`src/include/ilg_defines.vh`:
```
// register map, field positions, reset values and encodings of the i/o lock,
// parallel capture and write guard block
// assumes 32-bit apb data and one aligned word per register
//
// Operation
// - a peripheral lock input marks its i/o line locked
// - locked line bits are ignored in line enable, open-drain, pull-up and select writes
// - read-only lock status register shows one lock bit per line
// - locks persist against software; only controller reset releases them
// - per-input schmitt trigger setting, every trigger active after reset
// - capture enable forces capture clock, data and qualifier lines to inputs
// - data sampled on capture clock rising edge, resynchronised to pclk
// - wider sizes concatenate byte samples, store word, set ready flag
// - block feeds dma receive channel, shows its end and full flags
// - qualifiers honoured: sample only when both qualifiers are high
// - ignore-qualifiers set: sample on every capture clock rising edge
// - half sampling keeps every second qualifying sample, otherwise all
// - first-sample parity zero keeps even indices, one keeps odd
// - word stored before previous read overwrites it and sets overrun
// - reading the capture status register clears overrun
// - ready, overrun, dma end and full raise interrupt through a mask
// - write guard enabled blocks writes to the protected configuration registers
// - blocked write sets violation flag and source; status read clears flag
`ifndef ILG_DEFINES_VH
`define ILG_DEFINES_VH

`define ILG_LINE_EN     12'h000
`define ILG_LINE_DIS    12'h004
`define ILG_LINE_STAT   12'h008
`define ILG_OUT_EN      12'h010
`define ILG_OUT_DIS     12'h014
`define ILG_OUT_STAT    12'h018
`define ILG_FILT_EN     12'h020
`define ILG_FILT_DIS    12'h024
`define ILG_FILT_STAT   12'h028
`define ILG_OD_EN       12'h050
`define ILG_OD_DIS      12'h054
`define ILG_OD_STAT     12'h058
`define ILG_PU_DIS      12'h060
`define ILG_PU_EN       12'h064
`define ILG_PU_STAT     12'h068
`define ILG_SEL_LOW     12'h070
`define ILG_SEL_HIGH    12'h074
`define ILG_PD_DIS      12'h090
`define ILG_PD_EN       12'h094
`define ILG_PD_STAT     12'h098
`define ILG_OW_EN       12'h0a0
`define ILG_OW_DIS      12'h0a4
`define ILG_OW_STAT     12'h0a8
`define ILG_LOCK_STAT   12'h0e0
`define ILG_WG_MODE     12'h0e4
`define ILG_WG_STAT     12'h0e8
`define ILG_SCHMITT     12'h100
`define ILG_CAP_MODE    12'h150
`define ILG_CAP_IRQ_EN  12'h154
`define ILG_CAP_IRQ_DIS 12'h158
`define ILG_CAP_IRQ_MSK 12'h15c
`define ILG_CAP_IRQ_ST  12'h160
`define ILG_CAP_HOLD    12'h164

`define ILG_RST_LINE    32'hffffffff
`define ILG_RST_PU      32'hffffffff
`define ILG_RST_PD      32'h00000000
`define ILG_RST_ZERO    32'h00000000

// capture mode fields
`define ILG_CM_EN       0
`define ILG_CM_WID_LO   4
`define ILG_CM_WID_HI   5
`define ILG_CM_IGN      9
`define ILG_CM_HALF     10
`define ILG_CM_FIRST    11
`define ILG_CM_MASK     32'h00000e31
`define ILG_WID_BYTE    2'h0
`define ILG_WID_HALF    2'h1
`define ILG_WID_WORD    2'h2

// capture status / mask bits
`define ILG_IS_RDY      0
`define ILG_IS_OVR      1
`define ILG_IS_END      2
`define ILG_IS_FULL     3

// write guard fields
`define ILG_WG_EN       0
`define ILG_WG_FLAG     0
`define ILG_WG_SRC_LO   8
`define ILG_WG_SRC_HI   19

`endif

```
`src/core/ilg_io_lock_capture.v`:
```
// i/o line configuration with peripheral locks, parallel capture and write guard
// apb slave on pclk; capture pins and lock inputs come from outside and are
// synchronised here; dma end/full status inputs are on pclk
`include "ilg_defines.vh"
`default_nettype none
module ilg_io_lock_capture (
  input  wire        pclk,             // apb clock, 200 mhz
  input  wire        presetn,          // async reset, active low
  input  wire        psel,             // apb select
  input  wire        penable,          // apb access phase
  input  wire        pwrite,           // apb direction
  input  wire [11:0] paddr,            // apb byte address
  input  wire [31:0] pwdata,           // apb write data
  output reg  [31:0] prdata,           // apb read data
  output reg         pready,           // apb ready
  output reg         pslverr,          // apb error, unmapped address
  input  wire [31:0] line_lock_req,    // per-line lock request from owners
  input  wire        capture_clock_in, // sensor clock pin
  input  wire [7:0]  capture_data_in,  // sensor data pins
  input  wire        capture_qualifier_a, // sensor data enable 1
  input  wire        capture_qualifier_b, // sensor data enable 2
  input  wire        dma_rx_end_in,    // dma end of receive, pclk level
  input  wire        dma_rx_full_in,   // dma buffer full, pclk level
  output reg         dma_rx_req,       // pulse: new word in holding register
  output reg         capture_pins_input, // forces capture lines to inputs
  output reg  [31:0] line_pio_ctrl,    // line driven by controller
  output reg  [31:0] line_out_en,      // output enable per line
  output reg  [31:0] line_filter_en,   // glitch filter enable per line
  output reg  [31:0] line_open_drain,  // multi-driver enable per line
  output reg  [31:0] line_pullup_en,   // pull-up enable per line
  output reg  [31:0] line_pulldown_en, // pull-down enable per line
  output reg  [31:0] line_sel_low,     // peripheral select bit 0
  output reg  [31:0] line_sel_high,    // peripheral select bit 1
  output reg  [31:0] line_out_write_en, // output write enable per line
  output reg  [31:0] line_schmitt_off, // 1 disables schmitt trigger
  output reg         irq               // capture interrupt, high active
);

  reg  [31:0] lock_r;
  reg  [31:0] cap_mode_r;
  reg  [3:0]  irq_mask_r;
  reg         rdy_r;
  reg         ovr_r;
  reg  [31:0] hold_r;
  reg  [31:0] asm_r;
  reg  [1:0]  cnt_r;
  reg         parity_r;
  reg         wg_en_r;
  reg         wg_flag_r;
  reg  [11:0] wg_src_r;
  reg  [31:0] lock_s1_r;
  reg  [31:0] lock_s2_r;
  reg  [10:0] cap_s1_r;
  reg  [10:0] cap_s2_r;
  reg         cclk_d_r;

  wire        setup    = psel & ~penable;
  wire        rd_setup = setup & ~pwrite;
  wire        wr_acc   = psel & penable & pwrite & pready;

  function is_guarded;
    input [11:0] a;
    begin
      case (a)
        `ILG_LINE_EN, `ILG_LINE_DIS, `ILG_OUT_EN, `ILG_OUT_DIS,
        `ILG_FILT_EN, `ILG_FILT_DIS, `ILG_OD_EN, `ILG_OD_DIS,
        `ILG_PU_DIS, `ILG_PU_EN, `ILG_SEL_LOW, `ILG_SEL_HIGH,
        `ILG_OW_EN, `ILG_OW_DIS, `ILG_PD_DIS, `ILG_PD_EN,
        `ILG_CAP_MODE: is_guarded = 1'b1;
        default:       is_guarded = 1'b0;
      endcase
    end
  endfunction

  function is_mapped;
    input [11:0] a;
    begin
      case (a)
        `ILG_LINE_STAT, `ILG_OUT_STAT, `ILG_FILT_STAT, `ILG_OD_STAT,
        `ILG_PU_STAT, `ILG_PD_STAT, `ILG_OW_STAT, `ILG_LOCK_STAT,
        `ILG_WG_MODE, `ILG_WG_STAT, `ILG_SCHMITT, `ILG_CAP_IRQ_EN,
        `ILG_CAP_IRQ_DIS, `ILG_CAP_IRQ_MSK, `ILG_CAP_IRQ_ST,
        `ILG_CAP_HOLD: is_mapped = 1'b1;
        default:       is_mapped = is_guarded(a);
      endcase
    end
  endfunction

  // locked bits keep their old value
  function [31:0] keep_locked;
    input [31:0] old_v;
    input [31:0] new_v;
    input [31:0] lk;
    begin
      keep_locked = (old_v & lk) | (new_v & ~lk);
    end
  endfunction

  wire blocked  = wr_acc & wg_en_r & is_guarded(paddr);
  wire wr_ok    = wr_acc & ~blocked;
  wire cap_en   = cap_mode_r[`ILG_CM_EN];

  // lock requests cross in from other logic; two flops first
  always @(posedge pclk or negedge presetn) begin
    if (!presetn) begin
      lock_s1_r <= `ILG_RST_ZERO;
      lock_s2_r <= `ILG_RST_ZERO;
      lock_r    <= `ILG_RST_ZERO;
    end else begin
      lock_s1_r <= line_lock_req;
      lock_s2_r <= lock_s1_r;
      lock_r    <= lock_r | lock_s2_r;
    end
  end

  // line configuration registers
  always @(posedge pclk or negedge presetn) begin
    if (!presetn) begin
      line_pio_ctrl     <= `ILG_RST_LINE;
      line_out_en       <= `ILG_RST_ZERO;
      line_filter_en    <= `ILG_RST_ZERO;
      line_open_drain   <= `ILG_RST_ZERO;
      line_pullup_en    <= `ILG_RST_PU;
      line_pulldown_en  <= `ILG_RST_PD;
      line_sel_low      <= `ILG_RST_ZERO;
      line_sel_high     <= `ILG_RST_ZERO;
      line_out_write_en <= `ILG_RST_ZERO;
      line_schmitt_off  <= `ILG_RST_ZERO;
    end else if (wr_ok) begin
      case (paddr)
        `ILG_LINE_EN:  line_pio_ctrl <= keep_locked(line_pio_ctrl,
                         line_pio_ctrl | pwdata, lock_r);
        `ILG_LINE_DIS: line_pio_ctrl <= keep_locked(line_pio_ctrl,
                         line_pio_ctrl & ~pwdata, lock_r);
        `ILG_OUT_EN:   line_out_en <= line_out_en | pwdata;
        `ILG_OUT_DIS:  line_out_en <= line_out_en & ~pwdata;
        `ILG_FILT_EN:  line_filter_en <= line_filter_en | pwdata;
        `ILG_FILT_DIS: line_filter_en <= line_filter_en & ~pwdata;
        `ILG_OD_EN:    line_open_drain <= keep_locked(line_open_drain,
                         line_open_drain | pwdata, lock_r);
        `ILG_OD_DIS:   line_open_drain <= keep_locked(line_open_drain,
                         line_open_drain & ~pwdata, lock_r);
        `ILG_PU_DIS:   line_pullup_en <= keep_locked(line_pullup_en,
                         line_pullup_en & ~pwdata, lock_r);
        `ILG_PU_EN:    line_pullup_en <= keep_locked(line_pullup_en,
                         line_pullup_en | pwdata, lock_r);
        `ILG_SEL_LOW:  line_sel_low <= keep_locked(line_sel_low,
                         pwdata, lock_r);
        `ILG_SEL_HIGH: line_sel_high <= keep_locked(line_sel_high,
                         pwdata, lock_r);
        `ILG_PD_DIS:   line_pulldown_en <= line_pulldown_en & ~pwdata;
        `ILG_PD_EN:    line_pulldown_en <= line_pulldown_en | pwdata;
        `ILG_OW_EN:    line_out_write_en <= line_out_write_en | pwdata;
        `ILG_OW_DIS:   line_out_write_en <= line_out_write_en & ~pwdata;
        `ILG_SCHMITT:  line_schmitt_off <= pwdata;
        default: begin
        end
      endcase
    end
  end

  // capture mode, interrupt mask, write guard mode
  always @(posedge pclk or negedge presetn) begin
    if (!presetn) begin
      cap_mode_r <= `ILG_RST_ZERO;
      irq_mask_r <= 4'h0;
      wg_en_r    <= 1'b0;
    end else if (wr_ok) begin
      case (paddr)
        `ILG_CAP_MODE:    cap_mode_r <= pwdata & `ILG_CM_MASK;
        `ILG_CAP_IRQ_EN:  irq_mask_r <= irq_mask_r | pwdata[3:0];
        `ILG_CAP_IRQ_DIS: irq_mask_r <= irq_mask_r & ~pwdata[3:0];
        `ILG_WG_MODE:     wg_en_r <= pwdata[`ILG_WG_EN];
        default: begin
        end
      endcase
    end
  end

  // violation flag: a new violation wins over the clearing read
  always @(posedge pclk or negedge presetn) begin
    if (!presetn) begin
      wg_flag_r <= 1'b0;
      wg_src_r  <= 12'h000;
    end else if (blocked) begin
      wg_flag_r <= 1'b1;
      wg_src_r  <= paddr;
    end else if (rd_setup && paddr == `ILG_WG_STAT) begin
      wg_flag_r <= 1'b0;
    end
  end

  // capture pins: every pin through two flops before use
  always @(posedge pclk or negedge presetn) begin
    if (!presetn) begin
      cap_s1_r <= 11'h000;
      cap_s2_r <= 11'h000;
      cclk_d_r <= 1'b0;
    end else begin
      cap_s1_r <= {capture_clock_in, capture_qualifier_b, capture_qualifier_a,
                   capture_data_in};
      cap_s2_r <= cap_s1_r;
      cclk_d_r <= cap_s2_r[10];
    end
  end

  // data and qualifiers are stable around the sensor edge since pclk > 2x its rate
  wire       cclk_rise = cap_s2_r[10] & ~cclk_d_r;
  wire [7:0] sample    = cap_s2_r[7:0];
  wire       qual_ok   = cap_mode_r[`ILG_CM_IGN] |
                         (cap_s2_r[8] & cap_s2_r[9]);
  wire       qualifies = cap_en & cclk_rise & qual_ok;
  wire       keep      = ~cap_mode_r[`ILG_CM_HALF] |
                         (parity_r == cap_mode_r[`ILG_CM_FIRST]);
  wire       accept    = qualifies & keep;
  wire [1:0] wid       = cap_mode_r[`ILG_CM_WID_HI:`ILG_CM_WID_LO];
  wire [1:0] last_cnt  = (wid == `ILG_WID_BYTE) ? 2'h0 :
                         (wid == `ILG_WID_HALF) ? 2'h1 : 2'h3;
  wire       word_done = accept & (cnt_r == last_cnt);
  reg  [31:0] asm_nxt;

  always @* begin
    asm_nxt = asm_r;
    case (cnt_r)
      2'h0:    asm_nxt = {24'h000000, sample};
      2'h1:    asm_nxt[15:8]  = sample;
      2'h2:    asm_nxt[23:16] = sample;
      2'h3:    asm_nxt[31:24] = sample;
      default: asm_nxt = asm_r;
    endcase
  end

  // sample index and byte assembly restart whenever capture is off
  always @(posedge pclk or negedge presetn) begin
    if (!presetn) begin
      parity_r <= 1'b0;
      cnt_r    <= 2'h0;
      asm_r    <= `ILG_RST_ZERO;
      hold_r   <= `ILG_RST_ZERO;
    end else if (!cap_en) begin
      parity_r <= 1'b0;
      cnt_r    <= 2'h0;
    end else begin
      if (qualifies)
        parity_r <= ~parity_r;
      if (accept) begin
        asm_r <= asm_nxt;
        cnt_r <= word_done ? 2'h0 : cnt_r + 2'h1;
      end
      if (word_done)
        hold_r <= asm_nxt;
    end
  end

  // ready and overrun: hardware set wins over the clearing read
  always @(posedge pclk or negedge presetn) begin
    if (!presetn) begin
      rdy_r <= 1'b0;
      ovr_r <= 1'b0;
    end else begin
      if (word_done)
        rdy_r <= 1'b1;
      else if (rd_setup && paddr == `ILG_CAP_HOLD)
        rdy_r <= 1'b0;
      if (word_done && rdy_r)
        ovr_r <= 1'b1;
      else if (rd_setup && paddr == `ILG_CAP_IRQ_ST)
        ovr_r <= 1'b0;
    end
  end

  wire [3:0] irq_stat = {dma_rx_full_in, dma_rx_end_in, ovr_r, rdy_r};

  always @(posedge pclk or negedge presetn) begin
    if (!presetn) begin
      irq                <= 1'b0;
      dma_rx_req         <= 1'b0;
      capture_pins_input <= 1'b0;
    end else begin
      irq                <= |(irq_stat & irq_mask_r);
      dma_rx_req         <= word_done;
      capture_pins_input <= cap_en;
    end
  end

  reg [31:0] rd_nxt;

  always @* begin
    rd_nxt = 32'h00000000;
    case (paddr)
      `ILG_LINE_STAT:   rd_nxt = line_pio_ctrl;
      `ILG_OUT_STAT:    rd_nxt = line_out_en;
      `ILG_FILT_STAT:   rd_nxt = line_filter_en;
      `ILG_OD_STAT:     rd_nxt = line_open_drain;
      `ILG_PU_STAT:     rd_nxt = line_pullup_en;
      `ILG_PD_STAT:     rd_nxt = line_pulldown_en;
      `ILG_SEL_LOW:     rd_nxt = line_sel_low;
      `ILG_SEL_HIGH:    rd_nxt = line_sel_high;
      `ILG_OW_STAT:     rd_nxt = line_out_write_en;
      `ILG_LOCK_STAT:   rd_nxt = lock_r;
      `ILG_WG_MODE:     rd_nxt = {31'h00000000, wg_en_r};
      `ILG_WG_STAT:     rd_nxt = {12'h000, wg_src_r, 7'h00, wg_flag_r};
      `ILG_SCHMITT:     rd_nxt = line_schmitt_off;
      `ILG_CAP_MODE:    rd_nxt = cap_mode_r;
      `ILG_CAP_IRQ_MSK: rd_nxt = {28'h0000000, irq_mask_r};
      `ILG_CAP_IRQ_ST:  rd_nxt = {28'h0000000, irq_stat};
      `ILG_CAP_HOLD:    rd_nxt = hold_r;
      default:          rd_nxt = 32'h00000000;
    endcase
  end

  // one wait-free access: answer latched in the setup cycle
  always @(posedge pclk or negedge presetn) begin
    if (!presetn) begin
      prdata  <= 32'h00000000;
      pready  <= 1'b0;
      pslverr <= 1'b0;
    end else if (setup) begin
      prdata  <= pwrite ? 32'h00000000 : rd_nxt;
      pready  <= 1'b1;
      pslverr <= ~is_mapped(paddr);
    end else begin
      prdata  <= 32'h00000000;
      pready  <= 1'b0;
      pslverr <= 1'b0;
    end
  end

endmodule // ilg_io_lock_capture
`default_nettype wire

```
`config.mk`:
```
export PLATFORM = sky130hd
export DESIGN_NAME = ilg_io_lock_capture
export DESIGN_NICKNAME = d
export VERILOG_FILES = /design/src/core/ilg_io_lock_capture.v
export VERILOG_INCLUDE_DIRS = /design/src /design/src/include
export SDC_FILE = /design/constraint.sdc
export NUM_CORES = 1
export LEC_CHECK = 0
export CAP_MARGIN = 0
export CORE_UTILIZATION = 30
export CTS_CLUSTER_DIAMETER = 120
export DETAILED_ROUTE_END_ITERATION = 16
export DONT_BUFFER_PORTS = 1
export PLACE_DENSITY_LB_ADDON = 0.08
export REMOVE_ABC_BUFFERS = 1
export SYNTH_ARGS = -nofsm -noshare
export SYNTH_HDL_FRONTEND = slang
export SYNTH_SLANG_ARGS = --single-unit
```
`constraint.sdc`:
```
create_clock -name pclk -period 4.7 [get_ports pclk]
set_input_delay 0.94 -clock pclk [delete_from_list [all_inputs] [get_ports pclk]]
set_output_delay 0.94 -clock pclk [all_outputs]
set_load 0.01 [all_outputs]
```
==> impl_metrics.toml <==
[global_routing]
grt_pass1_vias = 19064
grt_max_degree = 570
grt_antenna_before_repair = 8
grt_pass1_wl_um = 165000
grtUsageTotal_pct = 27.8
grt_overflow = 0

[finish]
num_antenna_cells = 0
area_growth_pct = 15.6
final_cell_mix = "dfrtp_1 (505), nor2_1 (215), a21oi_1 (191)"
design_area_um2 = 28900
layout_commonest_cell = "dfrtp_1"
finish.net_count = 2247
fillers = 8066
fin_util_pct = 35.1
final_cells = 3277
drive_gt1_share_pct = 23.6

[yosys]
avgSynthCellArea_um2 = 11.4
syn_area_um2 = 25000
ys_warn_count = 0
synthMuxAreaShare_pct = 12.1
synthArstFlopShare_pct = 100
synth_xor_area_share_pct = 0.105
ys_ff_latch = 569
synth_ff_type = "dfrtp_1"
synth_simple_gate_area_share_pct = 10.1
synth_compound_area_share_pct = 16.8
yosys.cell_types.count = 74
synth-edff-count = 0
synthCells = 2188
ys_seq_area_share_pct = 57.3
synth_top_family_by_area = "compound AO/OA/AOI/OAI gates"
yosys.area_share.adder_pct = 0.200

[job]
maxCapViolCount = 0

[timing]
hold_violations = 0
tns_ps = 0
skew_ps = 17.3
final-max-slew-violation-count = 118
post-route-period-util_pct = 68.0
rsz0062_at_grt = "no"
max_freq_mhz = 313
finalSetupViolations = 0
worst-slew-pin-transition_ps = 1680
worst_hold_slack_ps = 49.8
layout_min_cycle_time_ps = 3190
slew_headroom_pct = -12.2

[worst_setup_path]
rr_worst_depth = 8
ff2ff_setup_slack_ps = 1700
crit_required_ps = 5190
timing.rr.end = "cnt_r[0]"
r2r-start = "cap_mode_r[9]"
cp-end-kind = "flop"
critPathLaunchType = "input port"
path_max_fanout = 10
critical_path_class = "input port to flop"
worstPathArrival_ps = 3690

[routing]
firstDrtPassIters = 9
vias = 19341
drc = 0
post_drt_via_cell_ratio = 5.90
wirelength_um = 120000
drtIter0Drc = 2015
ant_nets = 0
wl_per_cell_um = 36.5

[min_path]
hold_path_class = "input port to asynchronous set/reset pin"

[floorplan]
core_area_um2 = 82200
die_h_um = 291
placementRows = 105
ioPinCount = 451
die_w_um = 291
dieArea_um2 = 84500
start_util_pct = 30.4

[place]
gp_congestion = 0.873
place_hpwl_um = 80200
dp_cells = 3144
io_buffers = 0
postPlaceCellArea_um2 = 26300

[clocking]
postCtsResizedCells = 0
clk_path_buf_depth = 3
clock_sinks = 569
ctsHtreeMaxLevel = 3
clock_latency_ps = 620
numCtsBuffers = 72
clock-root-buffer = "clkbuf_16"
cts_tree = "built"
cts.reportedPaths.clkPinSlew_ps = 60
ctsHoldBuffers = 0
cts_setup_buffers = 0

[run_status]
violations = "max-slew violations"
run_status = "complete, but fails checks"

[pwr]
leakagePower_nw = 12.0
power.density_nw_per_um2 = 385
peakVddDrop_v = 0.000236
worst max path at each step:
stage	startpoint	slack, ps	to
after detailed placement	paddr[9]	850	wg_src_r[4]
after global placement	paddr[9]	930	wg_src_r[4]
after floorplan	paddr[2]	-440	line_schmitt_off[0]
after global routing	paddr[9]	1490	wg_src_r[2]
final	paddr[9]	1510	wg_src_r[4]
after CTS	paddr[9]	1500	wg_src_r[2]
cells by family after synthesis:
kind of cell / count (synthesis)
and+or+nand+nor: 523
muxes: 261
adders and majority gates: 4
buffers and inverters: 192
xor gates and xnor gates: 3
AOI/OAI and AO/OA: 636
DFF: 569
synth_stat cells, types with 29 or more instances:
library cell	count	area share (%)
mux2_1	42	1.9
dfrtp_1	505	51
o21ai_0	66	1.3
nor2_1	223	3.3
mux2i_1	29	1.2
buf_2	41	0.82
o31ai_1	35	1.1
a31oi_1	124	3.1
mux2_2	160	7.2
a22oi_1	71	2.1
nand2_1	112	1.7
clkbuf_1	119	1.8
or2_2	34	0.85
mux2_4	30	1.8
nand2b_1	39	0.98
a22o_1	43	1.5
a21oi_1	191	3.8
dfstp_2	64	6.7
area by class of cell:
type / count / area [um^2] / area share (%)
repair buffers: 74 / 708 / 2.45
multi-input cells: 1427 / 9960 / 34.5
clock inverters: 27 / 388 / 1.34
inverters: 5 / 18.8 / 0.0649
well taps: 1070 / 1340 / 4.63
clock buffers: 105 / 2160 / 7.48
flip-flops and latches: 569 / 14300 / 49.6
per-stage QoR:
stage | setup slack [ps] | total power [W]
final | 1510 | 0.0111
after global routing | 1490 | 0.0114
after CTS | 1500 | 0.0112
after detailed placement | 848 | 0.00522
after global placement | 927 | 0.00522
after floorplan | -443 | 0.00511
critical path, stage by stage:
cell and delay [ps]:
or4b_1 840, o32ai_4 400, nand2_2 120, a211oi_4 950
mux2_2 420
power by group:
group          leakage [nW]  internal [W]  switching (W)
registers              7.35       0.00494      0.0000255
clock network          1.24       0.00369        0.00230
logic                  3.38     0.0000439       0.000121
per-layer routing:
metal | wire length [um] | global-route usage (%) | share of wire (%) | vias up
met3 | 11500 | 9.10 | 9.6 | 211
met5 | 27 | 0 | 0.023 | -
met2 | 57100 | 45.2 | 48 | 973
li1 | - | - | - | 7980
met4 | 4160 | 9.56 | 3.5 | 4
met1 | 46900 | 34.5 | 39 | 10173
Note: power is estimated with default switching activity, not from simulation.
